<file path="src/logic/_unused_guard.sv">
`default_nettype none
`default_nettype wire

</file>
<file path="src/logic/hobl_pkg.sv">
`default_nettype none
package hobl_pkg;

    // Register byte offsets on the bus.
    localparam logic [7:0]  ADDR_CTRL        = 8'h00;
    localparam logic [7:0]  ADDR_COORD_TYPE  = 8'h04;
    localparam logic [7:0]  ADDR_END_POINT   = 8'h08;
    localparam logic [7:0]  ADDR_START_POINT = 8'h0C;
    localparam logic [7:0]  ADDR_ORIGIN      = 8'h10;
    localparam logic [7:0]  ADDR_BACKLASH    = 8'h14;
    localparam logic [7:0]  ADDR_TARGET      = 8'h18;
    localparam logic [7:0]  ADDR_CMD_POS     = 8'h1C;
    localparam logic [7:0]  ADDR_MOTOR_POS   = 8'h20;
    localparam logic [7:0]  ADDR_ORIGIN_ACT  = 8'h24;
    localparam logic [7:0]  ADDR_DESIRED     = 8'h28;

    // Command bits written to the control register.
    localparam int          CMD_RESTART_BIT  = 0;
    localparam int          CMD_ZERO_SET_BIT = 1;
    localparam int          CMD_HOME_SET_BIT = 2;
    localparam int          CMD_MOVE_BIT     = 3;
    localparam int          CMD_HOME_BIT     = 4;
    localparam int          CMD_HOME_DIR_BIT = 5;

    // Status bits read from the control register.
    localparam int          ST_BUSY_BIT      = 0;
    localparam int          ST_DIR_BIT       = 1;
    localparam int          ST_ABS_BIT       = 2;
    localparam int          ST_REF_BIT       = 3;
    localparam int          ST_TORQUE_BIT    = 4;

    // Coordinate type codes.
    localparam logic [1:0]  COORD_LINEAR     = 2'h0;
    localparam logic [1:0]  COORD_SHORTEST   = 2'h1;
    localparam logic [1:0]  COORD_FORWARD    = 2'h2;
    localparam logic [1:0]  COORD_REVERSE    = 2'h3;

    // Factory values and legal ranges.
    localparam logic signed [31:0] END_POINT_RST   = 32'h0098_967F;
    localparam logic signed [31:0] START_POINT_RST = 32'hFF67_6981;
    localparam logic signed [31:0] ORIGIN_RST      = 32'h0000_0000;
    localparam logic signed [31:0] BACKLASH_RST    = 32'h0000_0000;
    localparam logic signed [31:0] BACKLASH_MAX    = 32'h0000_03E8;
    localparam logic signed [31:0] BACKLASH_MIN    = 32'hFFFF_FC18;
    localparam logic signed [31:0] COORD_MAX       = 32'h05F5_E0FF;
    localparam logic signed [31:0] COORD_MIN       = 32'hFA0A_1F01;

    // Bus encodings.
    localparam logic [2:0]  HSIZE_WORD       = 3'h2;

    // Step timing of the position generator.
    localparam int          CLK_PERIOD_NS    = 100;
    localparam int          STEP_TIME_NS     = 1000;
    localparam int          STEP_CYCLES      = STEP_TIME_NS / CLK_PERIOD_NS;

    typedef enum logic {MV_IDLE, MV_RUN} hobl_move_e;

endpackage : hobl_pkg
`default_nettype wire

</file>
<file path="src/logic/hobl_wrap_if.sv">
`default_nettype none
// Carries one offset through the rotary wrap unit.
interface hobl_wrap_if;
    logic signed [33:0] value;
    logic signed [31:0] lo;
    logic signed [31:0] hi;
    logic               rotary;
    logic signed [31:0] result;

    modport client (output value, output lo, output hi, output rotary, input result);
    modport unit   (input value, input lo, input hi, input rotary, output result);
endinterface : hobl_wrap_if
`default_nettype wire

</file>
<file path="src/logic/hobl_coord_wrap.sv">
`default_nettype none
module hobl_coord_wrap (
    hobl_wrap_if.unit w
);
    logic signed [33:0] width;
    logic signed [33:0] lo_x;
    logic signed [33:0] hi_x;
    logic signed [33:0] r;

    // Coordinate width is end minus start plus one.
    assign lo_x  = 34'(w.lo);
    assign hi_x  = 34'(w.hi);
    assign width = hi_x - lo_x + 34'sd1;

    // Fold the value back into start..end on rotary axes; linear passes it unchanged.
    always_comb begin
        r = w.value;
        if (w.rotary) begin
            if (w.value < lo_x) begin
                r = w.value + width;
            end else if (w.value > hi_x) begin
                r = w.value - width;
            end
        end
    end

    assign w.result = r[31:0];
endmodule : hobl_coord_wrap
`default_nettype wire

</file>
<file path="src/logic/hobl_top.sv">
`default_nettype none
module hobl_top
    import hobl_pkg::*;
(
    input  wire logic        CLK,
    input  wire logic        RESETN,
    input  wire logic        HSEL,
    input  wire logic [31:0] HADDR,
    input  wire logic [1:0]  HTRANS,
    input  wire logic        HWRITE,
    input  wire logic [2:0]  HSIZE,
    input  wire logic [31:0] HWDATA,
    input  wire logic        HREADY,
    output logic      [31:0] HRDATA,
    output logic             HREADYOUT,
    output logic             HRESP,
    input  wire logic        ENC_ABSOLUTE,
    input  wire logic [31:0] ABS_ENC_POS,
    output logic      [31:0] MOTOR_POS,
    output logic             MOVE_BUSY,
    output logic             MOVE_DIR
);

    logic                     abs_meta;
    logic                     abs_sync;
    logic [2:0]               por_sr;
    logic                     por_load;
    logic                     addr_ok;
    logic                     wr_q;
    logic                     hit_q;
    logic [7:0]               addr_q;
    logic [31:0]              rd_mux;
    logic                     wr_ctrl;
    logic                     cmd_restart;
    logic                     cmd_set_home;
    logic                     cmd_move;
    logic                     cmd_home;
    logic                     load_evt;
    logic [1:0]               pend_coord;
    logic signed [31:0]       pend_end;
    logic signed [31:0]       pend_start;
    logic signed [31:0]       pend_origin;
    logic [1:0]               act_coord;
    logic signed [31:0]       act_end;
    logic signed [31:0]       act_start;
    logic signed [31:0]       act_origin;
    logic                     abs_active;
    logic signed [31:0]       backlash;
    logic signed [31:0]       target;
    logic signed [31:0]       desired;
    logic signed [31:0]       cmd_pos;
    logic signed [31:0]       comp;
    logic signed [31:0]       bl_amt;
    logic                     move_dir;
    logic                     ref_dir;
    logic                     ref_valid;
    hobl_move_e               state;
    logic [7:0]               step_cnt;
    logic                     step_en;
    logic signed [33:0]       diff;
    logic signed [33:0]       width;
    logic signed [33:0]       fwd_dist;
    logic                     want_dir;
    logic                     apply_comp;
    logic signed [31:0]       step_next;

    hobl_wrap_if wif ();

    hobl_coord_wrap u_wrap (
        .w (wif)
    );

    // Saturate a written value into its legal range.
    function automatic logic signed [31:0] clamp(input logic signed [31:0] v,
                                                 input logic signed [31:0] lo,
                                                 input logic signed [31:0] hi);
        if (v < lo) begin
            return lo;
        end
        if (v > hi) begin
            return hi;
        end
        return v;
    endfunction : clamp

    // The encoder-type strap comes from a pin, so it passes two flip-flops.
    always_ff @(posedge CLK) begin
        if (!RESETN) begin
            abs_meta <= 1'b0;
            abs_sync <= 1'b0;
        end else begin
            abs_meta <= ENC_ABSOLUTE;
            abs_sync <= abs_meta;
        end
    end

    // Power-on load fires once, after the strap synchroniser has settled.
    always_ff @(posedge CLK) begin
        if (!RESETN) begin
            por_sr <= 3'h0;
        end else begin
            por_sr <= {por_sr[1:0], 1'b1};
        end
    end
    assign por_load = por_sr[1] & ~por_sr[2];

    // Bus address phase; only whole-word writes are accepted.
    assign addr_ok = HSEL & HTRANS[1] & HREADY;
    always_ff @(posedge CLK) begin
        if (!RESETN) begin
            wr_q   <= 1'b0;
            hit_q  <= 1'b0;
            addr_q <= 8'h00;
        end else if (HREADY) begin
            wr_q   <= addr_ok & HWRITE & (HSIZE == HSIZE_WORD);
            hit_q  <= (HADDR[31:8] == 24'h00_0000);
            addr_q <= HADDR[7:0];
        end
    end

    // The slave never stalls and always answers OKAY.
    always_ff @(posedge CLK) begin
        if (!RESETN) begin
            HREADYOUT <= 1'b1;
            HRESP     <= 1'b0;
        end else begin
            HREADYOUT <= 1'b1;
            HRESP     <= 1'b0;
        end
    end

    // Read multiplexer; the command-position monitor shows the commanded value without compensation, the motor monitor includes it.
    always_comb begin
        rd_mux = 32'h0000_0000;
        if (HADDR[31:8] == 24'h00_0000) begin
            unique case (HADDR[7:0])
                ADDR_CTRL:        rd_mux = {27'h000_0000, 1'b1, ref_valid, abs_active, move_dir,
                                            state == MV_RUN};
                ADDR_COORD_TYPE:  rd_mux = {30'h0000_0000, pend_coord};
                ADDR_END_POINT:   rd_mux = pend_end;
                ADDR_START_POINT: rd_mux = pend_start;
                ADDR_ORIGIN:      rd_mux = pend_origin;
                ADDR_BACKLASH:    rd_mux = backlash;
                ADDR_TARGET:      rd_mux = target;
                ADDR_CMD_POS:     rd_mux = cmd_pos;
                ADDR_MOTOR_POS:   rd_mux = MOTOR_POS;
                ADDR_ORIGIN_ACT:  rd_mux = act_origin;
                ADDR_DESIRED:     rd_mux = desired;
                default:          rd_mux = 32'h0000_0000;
            endcase
        end
    end

    // Read data are registered at the address phase and stand in the data phase.
    always_ff @(posedge CLK) begin
        if (!RESETN) begin
            HRDATA <= 32'h0000_0000;
        end else if (addr_ok && !HWRITE) begin
            HRDATA <= rd_mux;
        end
    end

    // Command pulses decoded from a data-phase write to the control register.
    assign wr_ctrl      = wr_q & hit_q & (addr_q == ADDR_CTRL);
    assign cmd_restart  = wr_ctrl & HWDATA[CMD_RESTART_BIT];
    assign cmd_set_home = wr_ctrl & (HWDATA[CMD_ZERO_SET_BIT] | HWDATA[CMD_HOME_SET_BIT]) & abs_active;
    assign cmd_move     = wr_ctrl & HWDATA[CMD_MOVE_BIT];
    assign cmd_home     = wr_ctrl & HWDATA[CMD_HOME_BIT] & ~abs_active;
    assign load_evt     = por_load | cmd_restart;

    // One wrap unit serves the restart load and the home set.
    assign wif.value  = load_evt ? 34'(signed'(ABS_ENC_POS)) + 34'(pend_origin)
                                 : 34'(act_origin) + 34'(desired) - 34'(cmd_pos);
    assign wif.lo     = load_evt ? pend_start : act_start;
    assign wif.hi     = load_evt ? pend_end : act_end;
    assign wif.rotary = load_evt ? (pend_coord != COORD_LINEAR) : (act_coord != COORD_LINEAR);

    // Software-written parameters; end, start, origin and backlash are clamped to their ranges on write.
    always_ff @(posedge CLK) begin
        if (!RESETN) begin
            pend_coord  <= COORD_LINEAR;
            pend_end    <= END_POINT_RST;
            pend_start  <= START_POINT_RST;
            pend_origin <= ORIGIN_RST;
            backlash    <= BACKLASH_RST;
            target      <= 32'h0000_0000;
            desired     <= 32'h0000_0000;
        end else begin
            if (cmd_set_home) begin
                pend_origin <= wif.result;
            end else if (wr_q && hit_q && addr_q == ADDR_ORIGIN) begin
                pend_origin <= clamp(HWDATA, COORD_MIN, COORD_MAX);
            end
            if (wr_q && hit_q) begin
                unique case (addr_q)
                    ADDR_COORD_TYPE:  pend_coord <= HWDATA[1:0];
                    ADDR_END_POINT:   pend_end   <= clamp(HWDATA, COORD_MIN, COORD_MAX);
                    ADDR_START_POINT: pend_start <= clamp(HWDATA, COORD_MIN, COORD_MAX);
                    ADDR_BACKLASH:    backlash   <= clamp(HWDATA, BACKLASH_MIN, BACKLASH_MAX);
                    ADDR_TARGET:      target     <= HWDATA;
                    ADDR_DESIRED:     desired    <= HWDATA;
                    default:          ;
                endcase
            end
        end
    end

    // Active coordinate settings change only at a restart, except the active origin, which a home set also loads.
    always_ff @(posedge CLK) begin
        if (!RESETN) begin
            act_coord  <= COORD_LINEAR;
            act_end    <= END_POINT_RST;
            act_start  <= START_POINT_RST;
            act_origin <= ORIGIN_RST;
            abs_active <= 1'b0;
        end else if (load_evt) begin
            act_coord  <= pend_coord;
            act_end    <= pend_end;
            act_start  <= pend_start;
            act_origin <= pend_origin;
            abs_active <= abs_sync;
        end else if (cmd_set_home) begin
            act_origin <= wif.result;
        end
    end

    // Slow step enable for the position generator.
    always_ff @(posedge CLK) begin
        if (!RESETN) begin
            step_cnt <= 8'h00;
            step_en  <= 1'b0;
        end else if (step_cnt == 8'(STEP_CYCLES - 1)) begin
            step_cnt <= 8'h00;
            step_en  <= 1'b1;
        end else begin
            step_cnt <= step_cnt + 8'h01;
            step_en  <= 1'b0;
        end
    end

    // Move direction from the coordinate type and the target.
    assign diff     = 34'(target) - 34'(cmd_pos);
    assign width    = 34'(act_end) - 34'(act_start) + 34'sd1;
    assign fwd_dist = (diff < 0) ? diff + width : diff;
    always_comb begin
        unique case (act_coord)
            COORD_LINEAR:   want_dir = (diff > 0);
            COORD_SHORTEST: want_dir = ((fwd_dist <<< 1) <= width);
            COORD_FORWARD:  want_dir = 1'b1;
            COORD_REVERSE:  want_dir = 1'b0;
        endcase
    end

    // Compensate only against the reference direction and with the matching sign.
    assign apply_comp = ref_valid && (want_dir != ref_dir)
                        && ((want_dir && backlash > 0) || (!want_dir && backlash < 0));

    // Next step, wrapping at the rotary end points.
    always_comb begin
        step_next = move_dir ? cmd_pos + 32'sd1 : cmd_pos - 32'sd1;
        if (act_coord != COORD_LINEAR) begin
            if (move_dir && cmd_pos == act_end) begin
                step_next = act_start;
            end else if (!move_dir && cmd_pos == act_start) begin
                step_next = act_end;
            end
        end
    end

    // Commanded position, reference direction and compensation.
    always_ff @(posedge CLK) begin
        if (!RESETN) begin
            cmd_pos   <= 32'h0000_0000;
            comp      <= 32'h0000_0000;
            bl_amt    <= BACKLASH_RST;
            move_dir  <= 1'b1;
            ref_dir   <= 1'b1;
            ref_valid <= 1'b0;
            state     <= MV_IDLE;
        end else if (load_evt) begin
            cmd_pos   <= abs_sync ? wif.result : pend_origin;
            comp      <= 32'h0000_0000;
            ref_valid <= 1'b0;
            state     <= MV_IDLE;
        end else begin
            unique case (state)
                MV_IDLE: begin
                    if (cmd_home) begin
                        cmd_pos   <= act_origin;
                        ref_dir   <= HWDATA[CMD_HOME_DIR_BIT];
                        ref_valid <= 1'b1;
                        comp      <= 32'h0000_0000;
                    end else if (cmd_set_home) begin
                        cmd_pos <= desired;
                    end else if (cmd_move && diff != 0) begin
                        bl_amt   <= backlash;
                        comp     <= apply_comp ? backlash : 32'h0000_0000;
                        move_dir <= want_dir;
                        state    <= MV_RUN;
                        if (!ref_valid && abs_active) begin
                            ref_dir   <= want_dir;
                            ref_valid <= 1'b1;
                        end
                    end
                end
                MV_RUN: begin
                    if (cmd_pos == target) begin
                        state <= MV_IDLE;
                    end else if (step_en) begin
                        cmd_pos <= step_next;
                    end
                end
            endcase
        end
    end

    // Motor output carries the compensation; the commanded position stays clean.
    always_ff @(posedge CLK) begin
        if (!RESETN) begin
            MOTOR_POS <= 32'h0000_0000;
            MOVE_BUSY <= 1'b0;
            MOVE_DIR  <= 1'b1;
        end else begin
            MOTOR_POS <= cmd_pos + comp;
            MOVE_BUSY <= (state == MV_RUN);
            MOVE_DIR  <= move_dir;
        end
    end
endmodule : hobl_top
`default_nettype wire

</file>
<file path="config.mk">
export PLATFORM = sky130hd
export DESIGN_NAME = hobl_top
export DESIGN_NICKNAME = d
export VERILOG_FILES = /design/src/logic/_unused_guard.sv /design/src/logic/hobl_pkg.sv /design/src/logic/hobl_wrap_if.sv /design/src/logic/hobl_coord_wrap.sv /design/src/logic/hobl_top.sv
export SDC_FILE = /design/constraint.sdc
export NUM_CORES = 2
export LEC_CHECK = 0
export ABC_AREA = 0
export BUFFER_PORTS_ARGS = -buffer_cell sky130_fd_sc_hd__buf_2
export CAP_MARGIN = 20
export CORE_MARGIN = 8
export CORE_UTILIZATION = 60
export CTS_CLUSTER_SIZE = 12
export DETAILED_ROUTE_END_ITERATION = 10
export PLACE_DENSITY = 0.78
export SLEW_MARGIN = 20
export SYNTH_ARGS = -nofsm -noshare
export SYNTH_HDL_FRONTEND = slang
export SYNTH_HIERARCHICAL = 1
export SYNTH_SLANG_ARGS = --single-unit
</file>
<file path="constraint.sdc">
create_clock -name CLK -period 14.9 [get_ports CLK]
set_input_delay 0 -clock CLK [delete_from_list [all_inputs] [get_ports CLK]]
set_output_delay 0 -clock CLK [all_outputs]
set_load 0.01 [all_outputs]
</file>
==> impl_metrics.toml <==
[die]
core_area_mm2 = 0.07149
die_x_um = 284.8
die_area_mm2 = 0.08113
initial_core_util_pct = 60.66
pin_count = 175
rows = 98
fp.dieH_um = 284.8

[worst_setup_path]
critical_path_class = "reg2reg"
worst_setup_path_end_kind = "flip-flop"
regToRegSetupSlack_ns = 4.33
cp_data_required_time_ns = 15.47
startpoint = "addr_q[6]"
path_buf_inv = 2
reg2reg_to = "cmd_pos[29]"
ff2ff_path_depth = 35
path_max_fanout = 75
cp_top_family = "simple AND/OR/NAND/NOR gates"
slowest_stage = "a2111oi_0"
start_kind = "flip-flop"
crit_top_cell = "nand2_1"
endpoint = "cmd_pos[29]"
crit_arrival_ns = 11.14
cp_num_cells = 35
worstReg2RegStart = "addr_q[6]"
max_stage_delay_ns = 0.88

[yosys]
synth.most_common_cell = "nand2_1"
syn_area_per_cell_um2 = 7.424
synth_ff_type = "dfxtp_1"
yosys_register_bits = 451
yosysSeqAreaShare_pct = 20.82
yosys_warnings = 6
synth_nets = 6476
synth_top_cell_area_share_pct = 20.82
ys_types = 108
syn-cell-area_mm2 = 0.04336
synthCells = 5841
synthArstFlopShare_pct = 0
yosys-top-cells-area = "dfxtp_1 (21%), ha_1 (14%), nand2_1 (5.9%)"
synth-edff-count = 0
ys_top_cells_by_count = "nand2_1 (687), ha_1 (487), inv_1 (471), a21oi_1 (469), nor2_1 (457)"
yosys.area.top_type = "dfxtp_1"

[layout]
fill_cells = 6371
drive_gt1_share_pct = 8.321
fin_nets = 6549
area_growth_pct = 9.103
utilization_pct = 66.18
finish.instance_area_mm2 = 0.04731

[placement]
dp_hpwl_mm = 144.3
numPortBuffers = 171
place_area_mm2 = 0.04497
place_congestion = 1.120

[clocking]
numCtsBuffers = 52
htreeDepth = 2
cts_max_path_buffers = 3
cts_tree = "done"
clock_latency_ns = 0.66
cts-root-buf = "clkbuf_16"
cts_resized = 0
cts.sinks = 451
path_clk_slew_ns = 0.07
post_cts_buffers = 0

[power]
irDropWorstVdd_uv = 137.2
leakage_nw = 21.30
p_total_mw = 5.087
pwr_density_cell_mw_per_mm2 = 107.5

[sta]
rsz0062_at_grt = "no"
finalCritPeriodShare_pct = 70.91
setup_viol = 0
timing.fmax_mhz = 94.65
fin_skew_ns = 0.04560
hold_viol = 0
relSlewSlack_pct = 24.77
slew_violations = 0
tns_ns = 0
fin_crit_ns = 10.57
tightest_slew_ns = 1.120

[routing]
vias = 47370
vias_per_cell = 6.861
firstDrtPassIters = 10
drc = 0
ant_nets = 0
routedWlPerCell_um = 27.27
drt_wl_total_mm = 188.3
drt-initial-drc-count = 6879

[global_route]
overflow = 0
grt_usage_pct = 43.80
grt_pass1_vias = 42970
antenna_found_initial = 12
grt_start_max_net_pins = 143
grt_pass1_wl_mm = 274.5

[outcome]
status = "finished, final reports clean"

[run]
maxCapViolCount = 0

[worst_hold_path]
hp-class = "in2reg"
==> worst register-to-register path, delay by kind of cell, from the launching register on <==
kind | cells | cell delay [ns]
flip-flops | 1 | 0.31
AND/OR/NAND/NOR | 13 | 3.91
multiplexers | 1 | 0.25
buffers and inverters | 2 | 1.37
adder cells (fa/ha/maj) | 3 | 1.11
XOR/XNOR | 1 | 0.15
AO/OA/AOI/OAI | 15 | 3.38
==> logic make-up (layout without fill, tap and decap cells) <==
| logic type | Yosys count | count (layout) | synth area share (%) |
|---|---|---|---|
| mux | 80 | 80 | 1.901 |
| simple gates | 1898 | 1898 | 20.48 |
| buf+inv | 769 | 877 | 6.905 |
| other cells | 2 | 7 | 0.01732 |
| xor+xnor | 299 | 299 | 6.039 |
| flops | 451 | 451 | 20.82 |
| fa+ha+maj | 528 | 528 | 15.94 |
| compound gates | 1814 | 1814 | 27.89 |
==> what timing repair did <==
| action | in CTS | in global routing |
|---|---|---|
| endpoints found under the setup margin | 0 | 0 |
| endpoints found under the hold margin | 138 | 0 |
| hold buffers | 54 | 0 |
==> worst min path at each step <==
stage | cells after the start | start | slack (ns) | to
finish | 5 | HWRITE | 0.10 | HRDATA[3]
global route | 2 | RESETN | 0.11 | por_sr[0]
detailed placement | 1 | RESETN | 0.21 | por_sr[0]
global placement | 1 | RESETN | 0.21 | por_sr[0]
CTS | 5 | HWRITE | 0.07 | HRDATA[3]
floorplan | 0 | RESETN | 0.03 | por_sr[0]
==> layout make-up <==
class | count | area (µm²) | area share [%]
multi-input combinational | 4621 | 31430 | 66.43
sequential | 451 | 9031 | 19.09
timing repair buffer | 316 | 2082 | 4.401
inverter | 472 | 1779 | 3.761
clock buffer | 72 | 1476 | 3.121
tap | 950 | 1189 | 2.512
clock inverter | 17 | 314.1 | 0.6638
antenna | 5 | 12.51 | 0.02645
==> registers in the layout (all words and copies together) (netlist names), 8 cells and up <==
name and count:
pend_start 32, addr_q 8, backlash 32, comp 32
MOTOR_POS 32, act_start 32, HRDATA 32, act_end 32
cmd_pos 32, step_cnt 8, pend_origin 32, target 32
act_origin 32, desired 32, pend_end 32
==> cells in the final DEF, fill, tap and decap left out, types with 45 or more instances in the layout <==
cell and count:
clkbuf_16 52, nand3_1 181, buf_2 170, nor2_1 450
a21o_1 150, xnor2_1 139, xor2_1 160, and3_1 66
nor3_1 92, ha_1 487, o21a_1 64, a22oi_1 148
buf_4 92, a211oi_1 57, dfxtp_1 449, a21oi_1 468
mux2i_1 66, a31oi_1 68, inv_1 470, o211ai_1 103
nand2b_1 45, dlygate4sd3_1 54, o21ai_0 346, nand4_1 94
nand2_1 686, nor4_1 47
==> through the flow <==
step / setup slack, ns / hold slack, ns / std cells
2_1_floorplan: 7.028 / 0.02772 / 5841
3_3_place_gp: 4.914 / 0.2081 / 6756
3_5_place_dp: 4.728 / 0.2097 / 6756
4_1_cts: 4.666 / 0.07036 / 6899
5_1_grt: 3.806 / 0.1135 / 6899
6_report: 4.335 / 0.1019 / 6904
==> report_power, final <==
group | leakage (nW) | switching (mW) | internal (mW)
sequential | 3.66 | 0.0355 | 1.23
clock | 0.871 | 0.591 | 0.799
combinational | 16.8 | 1.53 | 0.902
==> per-layer routing <==
| metal | track usage [%] | vias up | routed length, µm |
|---|---|---|---|
| li1 | - | 21190 | - |
| met5 | 0 | - | 40 |
| met4 | 36.48 | 6 | 20040 |
| met3 | 11.84 | 883 | 22890 |
| met2 | 62.41 | 3285 | 74990 |
| met1 | 54.66 | 22000 | 70340 |
(Power assumes the default switching activity.)
